--- src/verilog/emc_pkg.sv ---
// Constants and carriers for the receive configuration and management clock block
package emc_pkg;
    // ----------------------------------------
    // Register offsets
    // ----------------------------------------
    localparam logic [7:0] OFS_CFG   = 8'h00;
    localparam logic [7:0] OFS_MAN   = 8'h04;
    localparam logic [7:0] OFS_STAT  = 8'h08;
    localparam logic [7:0] OFS_PCNT  = 8'h0C;
    // ----------------------------------------
    // Configuration field positions
    // ----------------------------------------
    localparam int BIT_CSUM    = 24;
    localparam int BIT_PCPY    = 23;
    localparam int BIT_BW_LO   = 21;
    localparam int BIT_DIV_LO  = 18;
    localparam int BIT_STRIP   = 17;
    localparam int BIT_LENDIS  = 16;
    localparam int BIT_OFS_LO  = 14;
    localparam int BIT_PEN     = 13;
    localparam int BIT_MAN_RD  = 29;
    localparam logic [31:0] CFG_MASK  = 32'h01FF_E000;
    localparam logic [31:0] CFG_RESET = 32'h0008_0000;
    // ----------------------------------------
    // Frame layout and timing
    // ----------------------------------------
    localparam logic [15:0] FCS_BYTES   = 16'h0004;
    localparam logic [15:0] HDR_FCS     = 16'h0012;
    localparam logic [15:0] LEN_LIMIT   = 16'h0600;
    localparam logic [15:0] PAUSE_TYPE  = 16'h8808;
    localparam logic [15:0] PAUSE_OP    = 16'h0001;
    localparam logic [15:0] IDX_TYPE    = 16'h000D;
    localparam logic [15:0] IDX_OP      = 16'h000F;
    localparam logic [15:0] IDX_QNT     = 16'h0011;
    localparam logic [5:0]  MAN_BITS    = 6'h20;
    localparam logic [5:0]  TURN_BIT    = 6'h0E;
    // Half periods of the management clock for codes 0..5
    localparam logic [5:0] HALF_8  = 6'h04;
    localparam logic [5:0] HALF_16 = 6'h08;
    localparam logic [5:0] HALF_32 = 6'h10;
    localparam logic [5:0] HALF_48 = 6'h18;
    localparam logic [5:0] HALF_64 = 6'h20;
    localparam logic [5:0] HALF_96 = 6'h30;
    // ----------------------------------------
    // Types
    // ----------------------------------------
    typedef enum logic [1:0] {
        MS_IDLE  = 2'b01,
        MS_SHIFT = 2'b10
    } emc_mstate_e;
    typedef struct packed {
        logic       vld;
        logic       last;
        logic [7:0] data;
    } emc_rx_s;
    typedef struct packed {
        logic        vld;
        logic [15:0] addr;
        logic [7:0]  data;
    } emc_mem_s;
    typedef struct packed {
        logic        commit;
        logic        drop;
        logic [15:0] len;
    } emc_done_s;
endpackage

--- src/verilog/emc_rx_cfg.sv ---
// Receive frame filter, configuration registers and management clock generator
`timescale 1ns/1ps
module emc_rx_cfg (
    input  wire logic               clock,
    input  wire logic               rst,
    input  wire logic [7:0]         reg_addr,
    input  wire logic [31:0]        reg_wdata,
    input  wire logic               reg_wr,
    input  wire logic               reg_rd,
    output logic [31:0]             reg_rdata,
    input  wire emc_pkg::emc_rx_s   rx_in,
    input  wire logic               fcs_bad,
    input  wire logic               csum_bad,
    input  wire logic               da_match,
    input  wire logic               hash_match,
    input  wire logic               type_match,
    input  wire logic               copy_all_frames,
    input  wire logic               pfc_negotiated,
    output emc_pkg::emc_mem_s       mem_out,
    output emc_pkg::emc_done_s      frame_done,
    output logic                    csum_engine_en,
    output logic [1:0]              bus_width_sel,
    output logic                    pause_tx_req,
    output logic [15:0]             pause_quanta,
    output logic                    mdc,
    output logic                    mdio_o,
    output logic                    mdio_oe,
    input  wire logic               mdio_i
);
    import emc_pkg::*;

    // ----------------------------------------
    // State
    // ----------------------------------------
    typedef struct packed {
        logic [31:0] cfg;     // Configuration word
        logic [31:0] man;     // Management shift word
        logic        man_rd;  // Current operation is a read
        emc_mstate_e ms;      // Management sequencer
        logic [5:0]  dcnt;    // Divider count
        logic        mdc;     // Management clock level
        logic        sbit;    // Sampled input bit
        logic [5:0]  bitn;    // Bits shifted so far
        logic [15:0] pcnt;    // Valid pause frames seen
        logic [15:0] rcnt;    // Bytes received in this frame
        logic [31:0] hold;    // Four byte delay for FCS removal
        logic [15:0] lenf;    // Type or length field
        logic [15:0] opc;     // Pause opcode
        logic [15:0] qnt;     // Pause quanta
        emc_mem_s    mem;     // Memory write
        emc_done_s   done;    // End of frame verdict
        logic        ptx;     // Pause transmit request
        logic [31:0] rdata;   // Read data
    } emc_st_s;

    emc_st_s st;
    emc_st_s next_st;

    // ----------------------------------------
    // Decoded configuration
    // ----------------------------------------
    logic       strip;        // Remove FCS
    logic [1:0] ofs;          // Buffer byte offset
    logic [2:0] div_code;     // Divider code
    logic [5:0] half;         // Half period in master clocks
    logic [15:0] flen;        // Length including current byte
    logic [15:0] qnt_now;     // Quanta including current byte
    logic       is_pause;     // Pause type and opcode seen
    logic       pause_ok;     // Valid pause frame at end
    logic       len_bad;      // Length field check failed
    logic       other_drop;   // Drop not tied to pause handling
    logic       accept;       // Address filtering passed

    assign strip    = st.cfg[BIT_STRIP];
    assign ofs      = st.cfg[BIT_OFS_LO +: 2];
    assign div_code = st.cfg[BIT_DIV_LO +: 3];
    assign flen     = st.rcnt + 16'h0001;
    assign qnt_now  = (st.rcnt == IDX_QNT) ? {st.qnt[7:0], rx_in.data} : st.qnt;

    // Divider table, undefined codes held at the slowest rate
    always_comb begin
        case (div_code)
            3'h0:    half = HALF_8;
            3'h1:    half = HALF_16;
            3'h2:    half = HALF_32;
            3'h3:    half = HALF_48;
            3'h4:    half = HALF_64;
            3'h5:    half = HALF_96;
            default: half = HALF_96;
        endcase
    end

    // Frame verdict terms, valid in the cycle of the last byte
    always_comb begin
        is_pause   = (st.lenf == PAUSE_TYPE) && (st.opc == PAUSE_OP);
        pause_ok   = is_pause && !fcs_bad;
        len_bad    = st.cfg[BIT_LENDIS] && (st.lenf < LEN_LIMIT)
                     && ((flen < HDR_FCS) || ((flen - HDR_FCS) < st.lenf));
        other_drop = fcs_bad || (st.cfg[BIT_CSUM] && csum_bad) || len_bad;
        if (st.cfg[BIT_PCPY] && pause_ok) begin
            accept = da_match;
        end else begin
            accept = da_match || hash_match || type_match || copy_all_frames;
        end
    end

    // ----------------------------------------
    // Next state
    // ----------------------------------------
    always_comb begin
        next_st = st;
        next_st.mem.vld     = 1'b0;
        next_st.done.commit = 1'b0;
        next_st.done.drop   = 1'b0;
        next_st.ptx         = 1'b0;
        next_st.rdata       = 32'h0000_0000;
        // Register writes
        if (reg_wr && reg_addr == OFS_CFG) begin
            next_st.cfg = reg_wdata & CFG_MASK;
        end
        // Register reads, answered next cycle
        if (reg_rd) begin
            case (reg_addr)
                OFS_CFG:  next_st.rdata = st.cfg;
                OFS_MAN:  next_st.rdata = st.man;
                OFS_STAT: next_st.rdata = {31'h0000_0000, st.ms == MS_SHIFT};
                OFS_PCNT: next_st.rdata = {16'h0000, st.pcnt};
                default:  next_st.rdata = 32'h0000_0000;
            endcase
        end
        // Management sequencer
        case (st.ms)
            MS_IDLE: begin
                next_st.mdc  = 1'b0;
                next_st.dcnt = 6'h00;
                if (reg_wr && reg_addr == OFS_MAN) begin
                    next_st.man    = reg_wdata;
                    next_st.man_rd = reg_wdata[BIT_MAN_RD];
                    next_st.bitn   = 6'h00;
                    next_st.ms     = MS_SHIFT;
                end
            end
            MS_SHIFT: begin
                if (st.dcnt == half - 6'h01) begin
                    next_st.dcnt = 6'h00;
                    next_st.mdc  = !st.mdc;
                    if (!st.mdc) begin
                        // Rising edge, sample the line
                        next_st.sbit = mdio_i;
                    end else begin
                        // Falling edge, advance one bit
                        next_st.man  = {st.man[30:0], st.sbit};
                        next_st.bitn = st.bitn + 6'h01;
                        if (st.bitn == MAN_BITS - 6'h01) begin
                            next_st.ms = MS_IDLE;
                        end
                    end
                end else begin
                    next_st.dcnt = st.dcnt + 6'h01;
                end
            end
            default: next_st.ms = MS_IDLE;
        endcase
        // Receive path
        if (rx_in.vld) begin
            next_st.rcnt = rx_in.last ? 16'h0000 : flen;
            next_st.hold = {st.hold[23:0], rx_in.data};
            if (st.rcnt <= IDX_TYPE) begin
                next_st.lenf = {st.lenf[7:0], rx_in.data};
            end else if (st.rcnt <= IDX_OP) begin
                next_st.opc = {st.opc[7:0], rx_in.data};
            end else if (st.rcnt <= IDX_QNT) begin
                // Quanta bytes shift in one per byte, high byte first
                next_st.qnt = {st.qnt[7:0], rx_in.data};
            end
            // Byte to memory, held back four bytes when stripping
            if (!strip) begin
                next_st.mem.vld  = 1'b1;
                next_st.mem.data = rx_in.data;
                next_st.mem.addr = st.rcnt + {14'h0000, ofs};
            end else if (st.rcnt >= FCS_BYTES) begin
                next_st.mem.vld  = 1'b1;
                next_st.mem.data = st.hold[31:24];
                next_st.mem.addr = st.rcnt - FCS_BYTES + {14'h0000, ofs};
            end
            if (rx_in.last) begin
                next_st.done.commit = accept && !other_drop;
                next_st.done.drop   = !(accept && !other_drop);
                next_st.done.len    = strip ? flen - FCS_BYTES : flen;
                next_st.lenf        = 16'h0000;
                next_st.opc         = 16'h0000;
                next_st.qnt         = 16'h0000;
                if (pause_ok) begin
                    next_st.pcnt = st.pcnt + 16'h0001;
                    if (st.cfg[BIT_PEN] && qnt_now != 16'h0000 && !pfc_negotiated) begin
                        next_st.ptx = 1'b1;
                        next_st.qnt = qnt_now;
                    end
                end
            end
        end
    end

    // ----------------------------------------
    // State register
    // ----------------------------------------
    always_ff @(posedge clock) begin
        if (rst) begin
            st        <= '0;
            st.cfg    <= CFG_RESET;
            st.ms     <= MS_IDLE;
        end else begin
            st <= next_st;
        end
    end

    // ----------------------------------------
    // Outputs
    // ----------------------------------------
    assign reg_rdata      = st.rdata;
    assign mem_out        = st.mem;
    assign frame_done     = st.done;
    assign csum_engine_en = st.cfg[BIT_CSUM];
    assign bus_width_sel  = st.cfg[BIT_BW_LO +: 2];
    assign pause_tx_req   = st.ptx;
    assign pause_quanta   = st.qnt;
    assign mdc            = st.mdc;
    assign mdio_o         = st.man[31];
    assign mdio_oe        = (st.ms == MS_SHIFT) && !(st.man_rd && st.bitn >= TURN_BIT);

    // ----------------------------------------
    // Checks
    // ----------------------------------------
    logic [5:0] hi_cnt; // Master clocks since management clock last changed
    // Held at zero while idle, so the first half period of an operation is
    // measured from its start and not from the end of the previous one
    always_ff @(posedge clock) begin
        if (rst || (st.ms == MS_IDLE) || (st.mdc != next_st.mdc)) begin
            hi_cnt <= 6'h00;
        end else begin
            hi_cnt <= hi_cnt + 6'h01;
        end
    end

    // Last byte of a frame is on the stream
    logic fin;
    assign fin = rx_in.vld && rx_in.last;

    // One assertion per device rule, sampled on the master clock
    AST_CSUM: assert property (@(posedge clock) disable iff (rst)
        fin && st.cfg[BIT_CSUM] && csum_bad |=> frame_done.drop && !frame_done.commit)
        else $error("bad checksum frame not dropped");
    AST_PCOPY: assert property (@(posedge clock) disable iff (rst)
        fin && st.cfg[BIT_PCPY] && pause_ok && !da_match |=> !frame_done.commit)
        else $error("pause frame copied");
    AST_DAPAUSE: assert property (@(posedge clock) disable iff (rst)
        fin && pause_ok && da_match && !other_drop |=> frame_done.commit)
        else $error("address matched pause frame lost");
    AST_PCNT: assert property (@(posedge clock) disable iff (rst)
        fin && pause_ok |=> st.pcnt == $past(st.pcnt) + 16'h0001)
        else $error("pause counter not advanced");
    AST_DIV: assert property (@(posedge clock) disable iff (rst)
        $changed(st.mdc) && st.cfg == $past(st.cfg) |-> $past(hi_cnt) == half - 6'h01)
        else $error("management clock half period wrong");
    AST_DIVHI: assert property (@(posedge clock) disable iff (rst)
        div_code[2:1] == 2'b11 |-> half == HALF_96)
        else $error("undefined divider code not slowest");
    AST_MDC_IDLE: assert property (@(posedge clock) disable iff (rst)
        st.ms == MS_IDLE ##1 st.ms == MS_IDLE |-> !mdc)
        else $error("management clock active while idle");
    AST_FCS: assert property (@(posedge clock) disable iff (rst)
        fin && strip |=> frame_done.len == $past(flen) - FCS_BYTES)
        else $error("stripped length wrong");
    AST_LEN: assert property (@(posedge clock) disable iff (rst)
        fin && len_bad |=> frame_done.drop)
        else $error("short frame kept");
    AST_OFS: assert property (@(posedge clock) disable iff (rst)
        rx_in.vld && st.rcnt == 16'h0000 && !strip |=> mem_out.vld
        && mem_out.addr == {14'h0000, $past(ofs)})
        else $error("first byte not at offset");
    AST_PTX: assert property (@(posedge clock) disable iff (rst)
        fin && pause_ok && st.cfg[BIT_PEN] && qnt_now != 16'h0000 && !pfc_negotiated
        |=> pause_tx_req)
        else $error("pause not honoured");
    AST_QNT: assert property (@(posedge clock) disable iff (rst)
        fin && pause_ok && st.cfg[BIT_PEN] && qnt_now != 16'h0000 && !pfc_negotiated
        |=> pause_quanta == $past(qnt_now))
        else $error("pause quanta not kept");
    AST_OE_IDLE: assert property (@(posedge clock) disable iff (rst)
        st.ms == MS_IDLE |-> !mdio_oe)
        else $error("management data driven while idle");

    // Main scenarios that the bench is expected to reach
    COV_PAUSE: cover property (@(posedge clock) disable iff (rst) fin && pause_ok);
    COV_STRIP: cover property (@(posedge clock) disable iff (rst)
        strip ##1 frame_done.commit);
    COV_MAN: cover property (@(posedge clock) disable iff (rst)
        st.ms == MS_SHIFT ##1 st.ms == MS_IDLE);
    COV_LENDROP: cover property (@(posedge clock) disable iff (rst) fin && len_bad);
    COV_SLOWDIV: cover property (@(posedge clock) disable iff (rst)
        st.ms == MS_SHIFT && div_code[2:1] == 2'b11);
endmodule
--- config.mk ---
export PLATFORM = sky130hd
export DESIGN_NAME = emc_rx_cfg
export DESIGN_NICKNAME = d
export VERILOG_FILES = /design/src/verilog/emc_pkg.sv /design/src/verilog/emc_rx_cfg.sv
export SDC_FILE = /design/constraint.sdc
export NUM_CORES = 1
export LEC_CHECK = 0
export ABC_AREA = 1
export BUFFER_PORTS_ARGS = -buffer_cell sky130_fd_sc_hd__buf_2
export CAP_MARGIN = 10
export CELL_PAD_IN_SITES_DETAIL_PLACEMENT = 1
export CELL_PAD_IN_SITES_GLOBAL_PLACEMENT = 1
export CORE_UTILIZATION = 42
export CTS_CLUSTER_DIAMETER = 30
export CTS_CLUSTER_SIZE = 30
export DETAILED_ROUTE_END_ITERATION = 12
export PLACE_DENSITY_LB_ADDON = 0.1
export SLEW_MARGIN = 25
export SYNTH_ARGS = -nofsm -noshare
export SYNTH_HDL_FRONTEND = slang
export SYNTH_SLANG_ARGS = --single-unit
--- constraint.sdc ---
create_clock -name clock -period 3.7 [get_ports clock]
set_clock_uncertainty 0.05 [all_clocks]
set_input_delay 0.74 -clock clock [delete_from_list [all_inputs] [get_ports clock]]
set_output_delay 0.74 -clock clock [all_outputs]
set_load 0.05 [all_outputs]
# Yosys cells after proc, flatten, opt, wreduce, memory -nomap -nowiden
# Index checks and enable logic that the tools add are counted.
word_totals:
  output_inout_bits: 98
  inputBits: 62
  wordCells: 145
  ff_bits: 249
op_classes:
  reduce_logical: 47
  n_bitwise: 5
  muxes: 32
  n_eq_ne: 21
  order_cmp: 8
  addsub: 10
ops:
  columns: ["cell", "n"]
  rows:
  - ["$mux 16", 9]
  - ["$pmux 32 s4", 1]
  - ["$mux 32", 3]
  - ["$pmux 32 s2", 1]
  - ["$mux 25", 2]
  - ["$mux 48", 1]
  - ["$mux 35", 1]
  - ["$add 16x1->16 const B", 2]
  - ["$add 16x2->16", 2]
  - ["$le 16x4->1 const B", 2]
  - ["$sub 16x3->16 const B", 2]
  - ["$pmux 6 s5", 1]
  - ["$mux 6", 3]
  - ["$eq 16x1->1 const B", 1]
  - ["$eq 16x16->1 const B", 1]
  - ["$eq 16x5->1 const B", 1]
  - ["$eq 8x4->1 const B", 2]
  - ["$ge 16x3->1 const B", 1]
  - ["$le 16x5->1 const B", 1]
  - ["$lt 16x11->1 const B", 1]
  - ["$lt 16x16->1", 1]
  - ["$lt 16x5->1 const B", 1]
  - ["$reduce_bool 16->1", 1]
  - ["$sub 16x5->16 const B", 1]
  - ["other kinds (32)", 81]

# Depth between registers and ports, before layout
# Gate-level depths: netlist of the first run.
depth:
  word_depth: 9
  mapped_depth: 24
  ltp_nobuf: 24

# Least setup slack after synthesis of the first run
# No wires, ideal clock.
synth_timing:
  kind: "flip-flop to flip-flop"
  from: "register st[156] (netlist bit)"
  to: "register st (netlist bit frame_done[17])"
  path_stages_with_launch: 23
  setup_time_ns: 0.117
  period_less_slack_ns: 2.935
  arrival_ns: 2.767
  path_buffers: 0
  required_time_ns: 3.533
  path_slack_ns: 0.765
  cell_sequence: "dfxtp_1 -> inv_1 -> ha_1 -> inv_1 -> ha_1 -> inv_1 -> o21ai_2 -> nand2_1 -> nor2_1 -> nand2_1 -> nor2_1 -> xor2_1 -> ha_1 -> nand2_1 -> inv_1 -> o21ai_0 -> nand2_1 -> nor2_1 -> nand2_1 -> nand2_1 -> nand2_1 -> nand2_1 -> nor2_1"
synth_between:
  elab_chain_len: 8
  word_cells_on_any_way: 9
  classes_between: "2 x add/sub; 2 x order compare; 5 x reduce/logical"
synth_rtl:
  columns: ["item", "line_no", "text"]
  rows:
  - ["from (decl)", "emc_rx_cfg.sv:56", "emc_st_s st;"]
  - ["from (signal assigned)", "emc_rx_cfg.sv:213", "st <= next_st;"]
  - ["$add 16x1->16 (*)", "emc_rx_cfg.sv:77", "assign flen = st.rcnt + 16'h0001;"]
  - ["named net flen[0]", "emc_rx_cfg.sv:66", "logic [15:0] flen;"]
  - ["$sub 16x5->16", "emc_rx_cfg.sv:98", "&& ((flen < HDR_FCS) || ((flen - HDR_FCS) < st.lenf));"]
  - ["$lt 16x16->1", "emc_rx_cfg.sv:98", null]
  - ["$logic_or 1x1->1 (*)", "emc_rx_cfg.sv:98", null]
  - ["$logic_and 1x1->1 (*)", "emc_rx_cfg.sv:98", null]
  - ["$logic_or 1x1->1 (*)", "emc_rx_cfg.sv:99", "other_drop = fcs_bad || (st.cfg[BIT_CSUM] && csum_bad) || len_bad;"]
  - ["$logic_not 1->1 (*)", "emc_rx_cfg.sv:187", "next_st.done.commit = accept && !other_drop;"]
  - ["$logic_and 1x1->1 (*)", "emc_rx_cfg.sv:187", null]
# Mark *: on every way through the listed nets, which the timed path passes. The rest lies on a longest branch.
# A chain may end at the register's enable or synchronous reset.

# Final worst setup path of the first run
layout_timing:
  from: "register st[164] (netlist bit)"
  to: "register st (netlist bit frame_done[17])"
layout_between:
  elab_chain_len: 8
  word_cells_on_any_way: 9
  classes_between: "2 x add/sub; 2 x order compare; 5 x reduce/logical"
layout_rtl:
  columns: ["item", "line_no"]
  rows:
  - ["$add 16x1->16 (*)", "emc_rx_cfg.sv:77"]
  - ["$sub 16x5->16", "emc_rx_cfg.sv:98"]
  - ["$lt 16x16->1", "emc_rx_cfg.sv:98"]
  - ["$logic_or 1x1->1 (*)", "emc_rx_cfg.sv:98"]
  - ["$logic_and 1x1->1 (*)", "emc_rx_cfg.sv:98"]
  - ["$logic_or 1x1->1 (*)", "emc_rx_cfg.sv:99"]
  - ["$logic_not 1->1 (*)", "emc_rx_cfg.sv:187"]
  - ["$logic_and 1x1->1 (*)", "emc_rx_cfg.sv:187"]
# Mark *: on every way between the ends. The rest lies on a longest branch, timed or not.

==> run summary, run 1 <==
critical register-to-register path startpoint - st[164]$_SDFFE_PP0P_
Max VDD drop - 0.322 mV
status - completed
DR vias - 13202
largest family of logic cells by synthesized area - simple AND/OR/NAND/NOR gates
GRT Total Usage - 0.269
min cycle time layout - 3.35 ns
Critical Path Source Type - flop
Yosys reg bits - 249
Fmax achieved - 0.298 GHz
nets - 2145
adder-cell area share of the yosys netlist - 0.0301
pwr dens - 602 mW/mm^2
dpl hpwl - 29700 um
commonest non-fill, non-tap cell in the layout - nand2_1
WL final - 43900 um
Area Growth Syn to Fin - 20.2%
endpoints failing hold - 0
Sink Count - 249
gr ovfl total - 0
r2r worst-path depth - 19
die width - 182 um
antenna violations before repair - 1
Starting Density - 0.429
Core Area - 0.0316 mm^2
CTS Buf Count - 67
Slew Limit Fails - 0
critical path's most frequent cell - nand2_1
Syn Inst Count - 1981
Hold Path End - div_code[1]$_SDFFE_PP1P_
First-pass DRT Iterations - 7
H-tree depth - 3
simple-gate portion of the synthesized area - 0.262
unrepaired setup endpoints after global routing - no
crit-path max FO - 9
clock slew at reported path FFs - 0.04 ns
crit-path max cell delay - 0.59 ns
Max-Slew Margin vs Limit - 0.437
Root Driver - clkbuf_16
Remaining DRCs - 0
routability congestion estimate - 0.858
# setup viols final - 0
Site Rows - 65
Crit. End Element - flop
Worst Hold Launch - reg_wdata[19]
n_diodes - 0
placed inst area - 0.0140 mm^2
Mean Syn Cell Area - 6.85 um^2
Worst Path Required - 4.09 ns
Final period util - 0.906
Ys Warns - 0
Via density - 5.27
first-pass GRT wire length - 71200 um
largest net degree at the start of global routing - 77
Leak - 7.02 nW
CP Class - flop to flop
setup ws final - 0.350 ns
post-synthesis mux area share - 0
number of cells on the worst hold path - 3
worst skew pair latency - 0.57 ns
# IOs - 160
R2R Path End - frame_done[17]$_SDFF_PP0_
crit path max-delay cell type - dfxtp_1
slew at the pin with the worst max-slew slack - 0.843 ns
post-synthesis cell area - 0.0136 mm^2
Synth Area in Compound Gates - 0.168
Critical Path, Cell by Cell - nand2_1 -> nor2_2 -> nand3_1 -> xor2_1 -> nand2_1 -> nor2_1 -> nand3_1 -> xor2_1 -> ha_1 -> nand2_1 -> inv_1 -> o21ai_0 -> nand2_1 -> nor2_1 -> nand2_1 -> nand2_1 -> nand2_1 -> nand2_1 -> nor2_1
r2r setup slk - 0.35 ns
Die ar. - 0.0330 mm^2
CTS Buffer Depth - 3
initial DRC count - 673
setup TNS - 0 ns
post-DR wirelength/cell - 17.5 um
Worst EP arrival - 3.74 ns
Seq/Total Area, Yosys - 0.367
most frequent cells in the layout - nand2_1, dfxtp_1, nor2_1
Hold Path Class - primary input to flop
Die Y - 182 um
layout cell share with drive strength beyond 1 - 0.166
XOR/XNOR Fraction of Synth Area - 0.0329
antenna-violating nets left - 0
Yosys cell types - 50
CTS tree - built
Max-cap violations - 0
Post-Synthesis Net Count - 2075
dpl ws - 0.252 ns
number of global-route vias before repair - 13688
post-route cell area - 0.0163 mm^2
number of port buffers - 159
-- worst max path at each step --
stage,from,end,slack [ns],depth (start not counted)
finish,st[164]$_SDFFE_PP0P_,frame_done[17]$_SDFF_PP0_,0.35,19
global route,st[158]$_SDFFE_PP0P_,frame_done[17]$_SDFF_PP0_,0.04,22
CTS,st[157]$_SDFFE_PP0P_,frame_done[17]$_SDFF_PP0_,0.21,22
detailed placement,st[157]$_SDFFE_PP0P_,frame_done[17]$_SDFF_PP0_,0.25,22
global placement,st[164]$_SDFFE_PP0P_,frame_done[17]$_SDFF_PP0_,0.42,19
floorplan,st[156]$_SDFFE_PP0P_,frame_done[17]$_SDFF_PP0_,0.77,22
-- area by class of cell --
class,count,area (um^2)
flip-flops and latches,249,4990
fillers,4079,15300
repair buffers,186,998
well taps,402,503
multi-input cells,1339,6720
clock inverters,27,378
inverters,208,783
clock buffers,92,1930
-- registers in the layout, indices dropped and copies added (netlist names) --
| register | count |
|---|---|
| st | 147 |
| reg_rdata | 32 |
| mem_out | 25 |
| frame_done | 18 |
| pause_quanta | 16 |
| div_code | 3 |
| bus_width_sel | 2 |
| ofs | 2 |
| csum_engine_en | 1 |
| mdc | 1 |
| mdio_o | 1 |
| pause_tx_req | 1 |
-- kinds of logic (layout without fill, tap and decap cells) --
group           after synthesis  count (layout)
fa+ha+maj                    32              32
simple gates                816             816
compound gates              440             440
flops                       249             249
buf+inv                     393             513
xor+xnor                     51              51
-- critical path, delay by kind of cell, from the launching register on --
kind | cells | cell delay, ns
xor+xnor | 2 | 0.40
flops | 1 | 0.59
fa+ha+maj | 1 | 0.27
compound gates | 1 | 0.08
buf+inv | 1 | 0.04
simple gates | 14 | 1.78
-- metrics by stage --
stage / cells / hold WS [ns] / util / total power, mW
6_report: 2503 / 0.401 / 0.515 / 9.82
5_1_grt: 2503 / 0.421 / 0.515 / 10.2
3_5_place_dp: 2384 / 0.408 / 0.441 / 3.93
4_1_cts: 2503 / 0.388 / 0.514 / 9.90
3_3_place_gp: 2384 / 0.394 / 0.441 / 3.90
2_1_floorplan: 1981 / 0.375 / - / 3.68
-- metal layers --
metal / track usage / vias up / wire length (um)
met3: 0.0531 / 71 / 1990
met1: 0.343 / 6317 / 20300
li1: - / 6531 / -
met5: 0 / - / 16
met2: 0.448 / 281 / 20500
met4: 0.100 / 2 / 1070
-- cells in the mapped netlist, drive strengths merged --
library cell  instances  area (um^2)
nand2               370         1420
dfxtp               249         4980
nor2                242          976
a21oi               211         1060
inv                 204          766
o21ai               198          995
nand3               130          713
buf                 122          867
clkbuf               63          238
xor2                 43          377
nor3                 35          196
ha                   31          388
nand4                21          131
nor4                 12         81.3
o211ai                8         60.1
xnor2                 8         70.1
a31oi                 7         43.8
a211oi                5         37.5
clkinv                4         15.0
a2111oi               2         17.5
a22oi                 2         15.0
and2                  2         12.5
o21bai                2         15.0
a32oi                 1         8.76
and3                  1         6.26
fa                    1         20.0
nand3b                1         7.51
nor3b                 1         7.51
o21a                  1         7.51
o221a                 1         11.3
o22ai                 1         6.26
o31ai                 1         7.51
or2                   1         6.26
-- power breakdown --
part,internal (mW),leakage (nW),switching [mW]
Combinational,0.270,3.85,0.689
Sequential,2.85,2.03,0.0900
Clock,4.17,1.14,1.74
-- timing repair --
action | in CTS | in global routing
buffers inserted | 0 | 0
hold buffers | 0 | 0
endpoints found under the setup margin | 0 | 2
gates resized for setup | 0 | 7
(Power assumes the default switching activity.)
==> run 2, diff against run 1 <==
- REMOVE_ABC_BUFFERS: not set -> 1
==> run 2 against run 1 <==
Global-route usage is 0.67 points lower; setup slack gained 0.040 ns; register-to-register slack improved by 0.04 ns; fmax is 1.2% higher; via count down 0.17%; first-iteration DRC count down 10%; hold slack lost 0.0033 ns; power shrank 0.88%; cell count down 0.16%; flip-flop and latch count stayed put; combinational power decreased by 1%.
==> run summary, run 2 (synthesized netlist as in run 1, its figures left out) <==
antenna-violating nets left - 0 (unchanged)
setup TNS - 0 ns (unchanged)
number of cells on the worst hold path - 2 (was 3)
R2R Path End - frame_done[17]$_SDFF_PP0_ (unchanged)
Worst Path Required - 4.09 ns (about the same)
r2r setup slk - 0.39 ns (was 0.35 ns)
Hold Path Class - flop to flop (was primary input to flop)
min cycle time layout - 3.31 ns (was 3.35 ns)
sequential share of power - 0.302 (was 0.300)
CTS Buffer Depth - 3 (unchanged)
Psw - 2.46 mW (was 2.52 mW)
Core Util, Final - 0.515 (about the same)
switching part of the total power - 0.253 (was 0.257)
Worst Hold Launch - st[194]$_SDFFE_PP0P_ (was reg_wdata[19])
dpl cells - 2385 (was 2384)
# Post-CTS Setup Buffers - 0 (unchanged)
first-pass GRT wire length - 69900 um (was 71200 um)
# setup viols final - 0 (unchanged)
Max-Slew Margin vs Limit - 0.455 (was 0.437)
unrepaired setup endpoints after global routing - no (unchanged)
Core Area - 0.0316 mm^2 (unchanged)
Finished Layout Cells - 2499 (was 2503)
max reg flops - 147 (unchanged)
Max-cap violations - 0 (unchanged)
Fmax achieved - 0.302 GHz (was 0.298 GHz)
nets - 2146 (was 2145)
Final period util - 0.895 (was 0.906)
Slew Limit Fails - 0 (unchanged)
most frequent cells in the layout - nand2_1, dfxtp_1, nor2_1 (unchanged)
dpl hpwl - 28900 um (was 29700 um)
Max VDD drop - 0.373 mV (was 0.322 mV)
Final Total Pwr - 9.73 mW (was 9.82 mW)
gr ovfl total - 0 (unchanged)
Layout fillers - 4055 (was 4079)
number of port buffers - 159 (unchanged)
slew at the pin with the worst max-slew slack - 0.817 ns (was 0.843 ns)
Hold Path End - st[194]$_SDFFE_PP0P_ (was div_code[1]$_SDFFE_PP1P_)
GRT Total Usage - 0.262 (was 0.269)
layout cell share with drive strength beyond 1 - 0.163 (was 0.166)
Die Y - 182 um (unchanged)
number of global-route vias before repair - 13422 (was 13688)
r2r worst-path depth - 19 (unchanged)
Logic pwr share - 0.097 (was 0.098)
Via density - 5.27 (about the same)
Worst EP arrival - 3.70 ns (was 3.74 ns)
Die ar. - 0.0330 mm^2 (unchanged)
worst skew pair latency - 0.56 ns (was 0.57 ns)
H-tree depth - 3 (unchanged)
post-DR wirelength/cell - 16.9 um (was 17.5 um)
CP Class - flop to flop (unchanged)
crit-path max FO - 9 (unchanged)
Critical Path Source Type - flop (unchanged)
pwr dens - 597 mW/mm^2 (was 602 mW/mm^2)
# IOs - 160 (unchanged)
endpoints failing hold - 0 (unchanged)
Hold-fix buffers, CTS - 0 (unchanged)
commonest non-fill, non-tap cell in the layout - nand2_1 (unchanged)
Site Rows - 65 (unchanged)
antenna violations before repair - 1 (unchanged)
largest net degree at the start of global routing - 148 (was 77)
CTS Buf Count - 67 (unchanged)
Area Growth Syn to Fin - 20.1% (was 20.2%)
status - completed (unchanged)
initial DRC count - 604 (was 673)
Crit. End Element - flop (unchanged)
Starting Density - 0.429 (unchanged)
Leak - 7.02 nW (about the same)
routability congestion estimate - 0.911 (was 0.858)
critical register-to-register path startpoint - st[164]$_SDFFE_PP0P_ (unchanged)
CTS tree - built (unchanged)
largest register by flop count - st (unchanged)
clock share of power - 0.600 (was 0.602)
Power Internal - 7.27 mW (was 7.30 mW)
Root Driver - clkbuf_16 (unchanged)
WL final - 42300 um (was 43900 um)
First-pass DRT Iterations - 5 (was 7)
Sink Count - 249 (unchanged)
DR vias - 13179 (was 13202)
clock slew at reported path FFs - 0.04 ns (about the same)
die width - 182 um (unchanged)
Remaining DRCs - 0 (unchanged)
## run 2: worst max-delay path by stage
stage | startpoint | end | slack, ns | cells after the start
2_1_floorplan | rst | reg_rdata[10]$_SDFF_PP0_ | -0.07 | 5
3_3_place_gp | st[156]$_SDFFE_PP0P_ | frame_done[17]$_SDFF_PP0_ | 0.45 | 23
3_5_place_dp | st[156]$_SDFFE_PP0P_ | frame_done[17]$_SDFF_PP0_ | 0.33 | 23
5_1_grt | st[157]$_SDFFE_PP0P_ | frame_done[17]$_SDFF_PP0_ | 0.04 | 23
6_report | st[164]$_SDFFE_PP0P_ | frame_done[17]$_SDFF_PP0_ | 0.39 | 19
4_1_cts | st[156]$_SDFFE_PP0P_ | frame_done[17]$_SDFF_PP0_ | 0.30 | 23
## run 2: metal layers
layer / vias up / track usage / wire (um)
met3: 77 / 0.0395 / 1430
met5: - / 0 / 0
met1: 6354 / 0.332 / 19400
li1: 6517 / - / -
met2: 231 / 0.448 / 20400
met4: 0 / 0.100 / 1140
## run 2: area by class of cell
type / instances / area [um^2] / area share
timing repair buffer: 187 / 1030 / 0.0633
multi-input combinational: 1339 / 6700 / 0.411
inverter: 208 / 783 / 0.0481
clock inverter: 22 / 329 / 0.0202
clock buffer: 91 / 1960 / 0.120
tap: 402 / 503 / 0.0309
antenna: 1 / 2.50 / 0.000154
sequential: 249 / 4990 / 0.306
## run 2: power by group through the flow
stage	combinational [mW]	sequential (mW)	clock, mW
after CTS	0.957	2.94	5.93
final	0.948	2.94	5.84
after global routing	1.06	2.96	6.08
after floorplan	0.476	3.10	0
after detailed placement	0.938	2.99	0
after global placement	0.914	2.98	0
## run 2: what timing repair did
| action | 4_1_cts | 5_1_grt |
|---|---|---|
| setup endpoints to repair | 0 | 2 |
| endpoints found under the hold margin | 0 | 0 |
| gates resized for setup | 0 | 3 |
## run 2: stage by stage
stage          hold slack, ns  instance area [um^2]  worst slack (ns)
4_1_cts                 0.366                 16300             0.303
2_1_floorplan           0.377                 12500           -0.0673
3_5_place_dp            0.393                 14000             0.334
3_3_place_gp            0.387                 14000             0.451
6_report                0.397                 16300             0.390
5_1_grt                 0.419                 16300            0.0352
## run 2: worst max-delay path, stage by stage, from the launching register on
cell,delay (ns)
dfxtp_1,0.56
nand2_1,0.18
nor2_1,0.17
nand3_1,0.15
xor2_1,0.32
nand2_1,0.20
nor2_1,0.30
nand3_1,0.14
xor2_1,0.16
ha_1,0.27
nand2_1,0.07
inv_1,0.05
o21ai_0,0.08
nand2_1,0.07
nor2_1,0.10
nand2_1,0.06
nand2_1,0.06
nand2_1,0.06
nand2_1,0.09
nor2_1,0.04
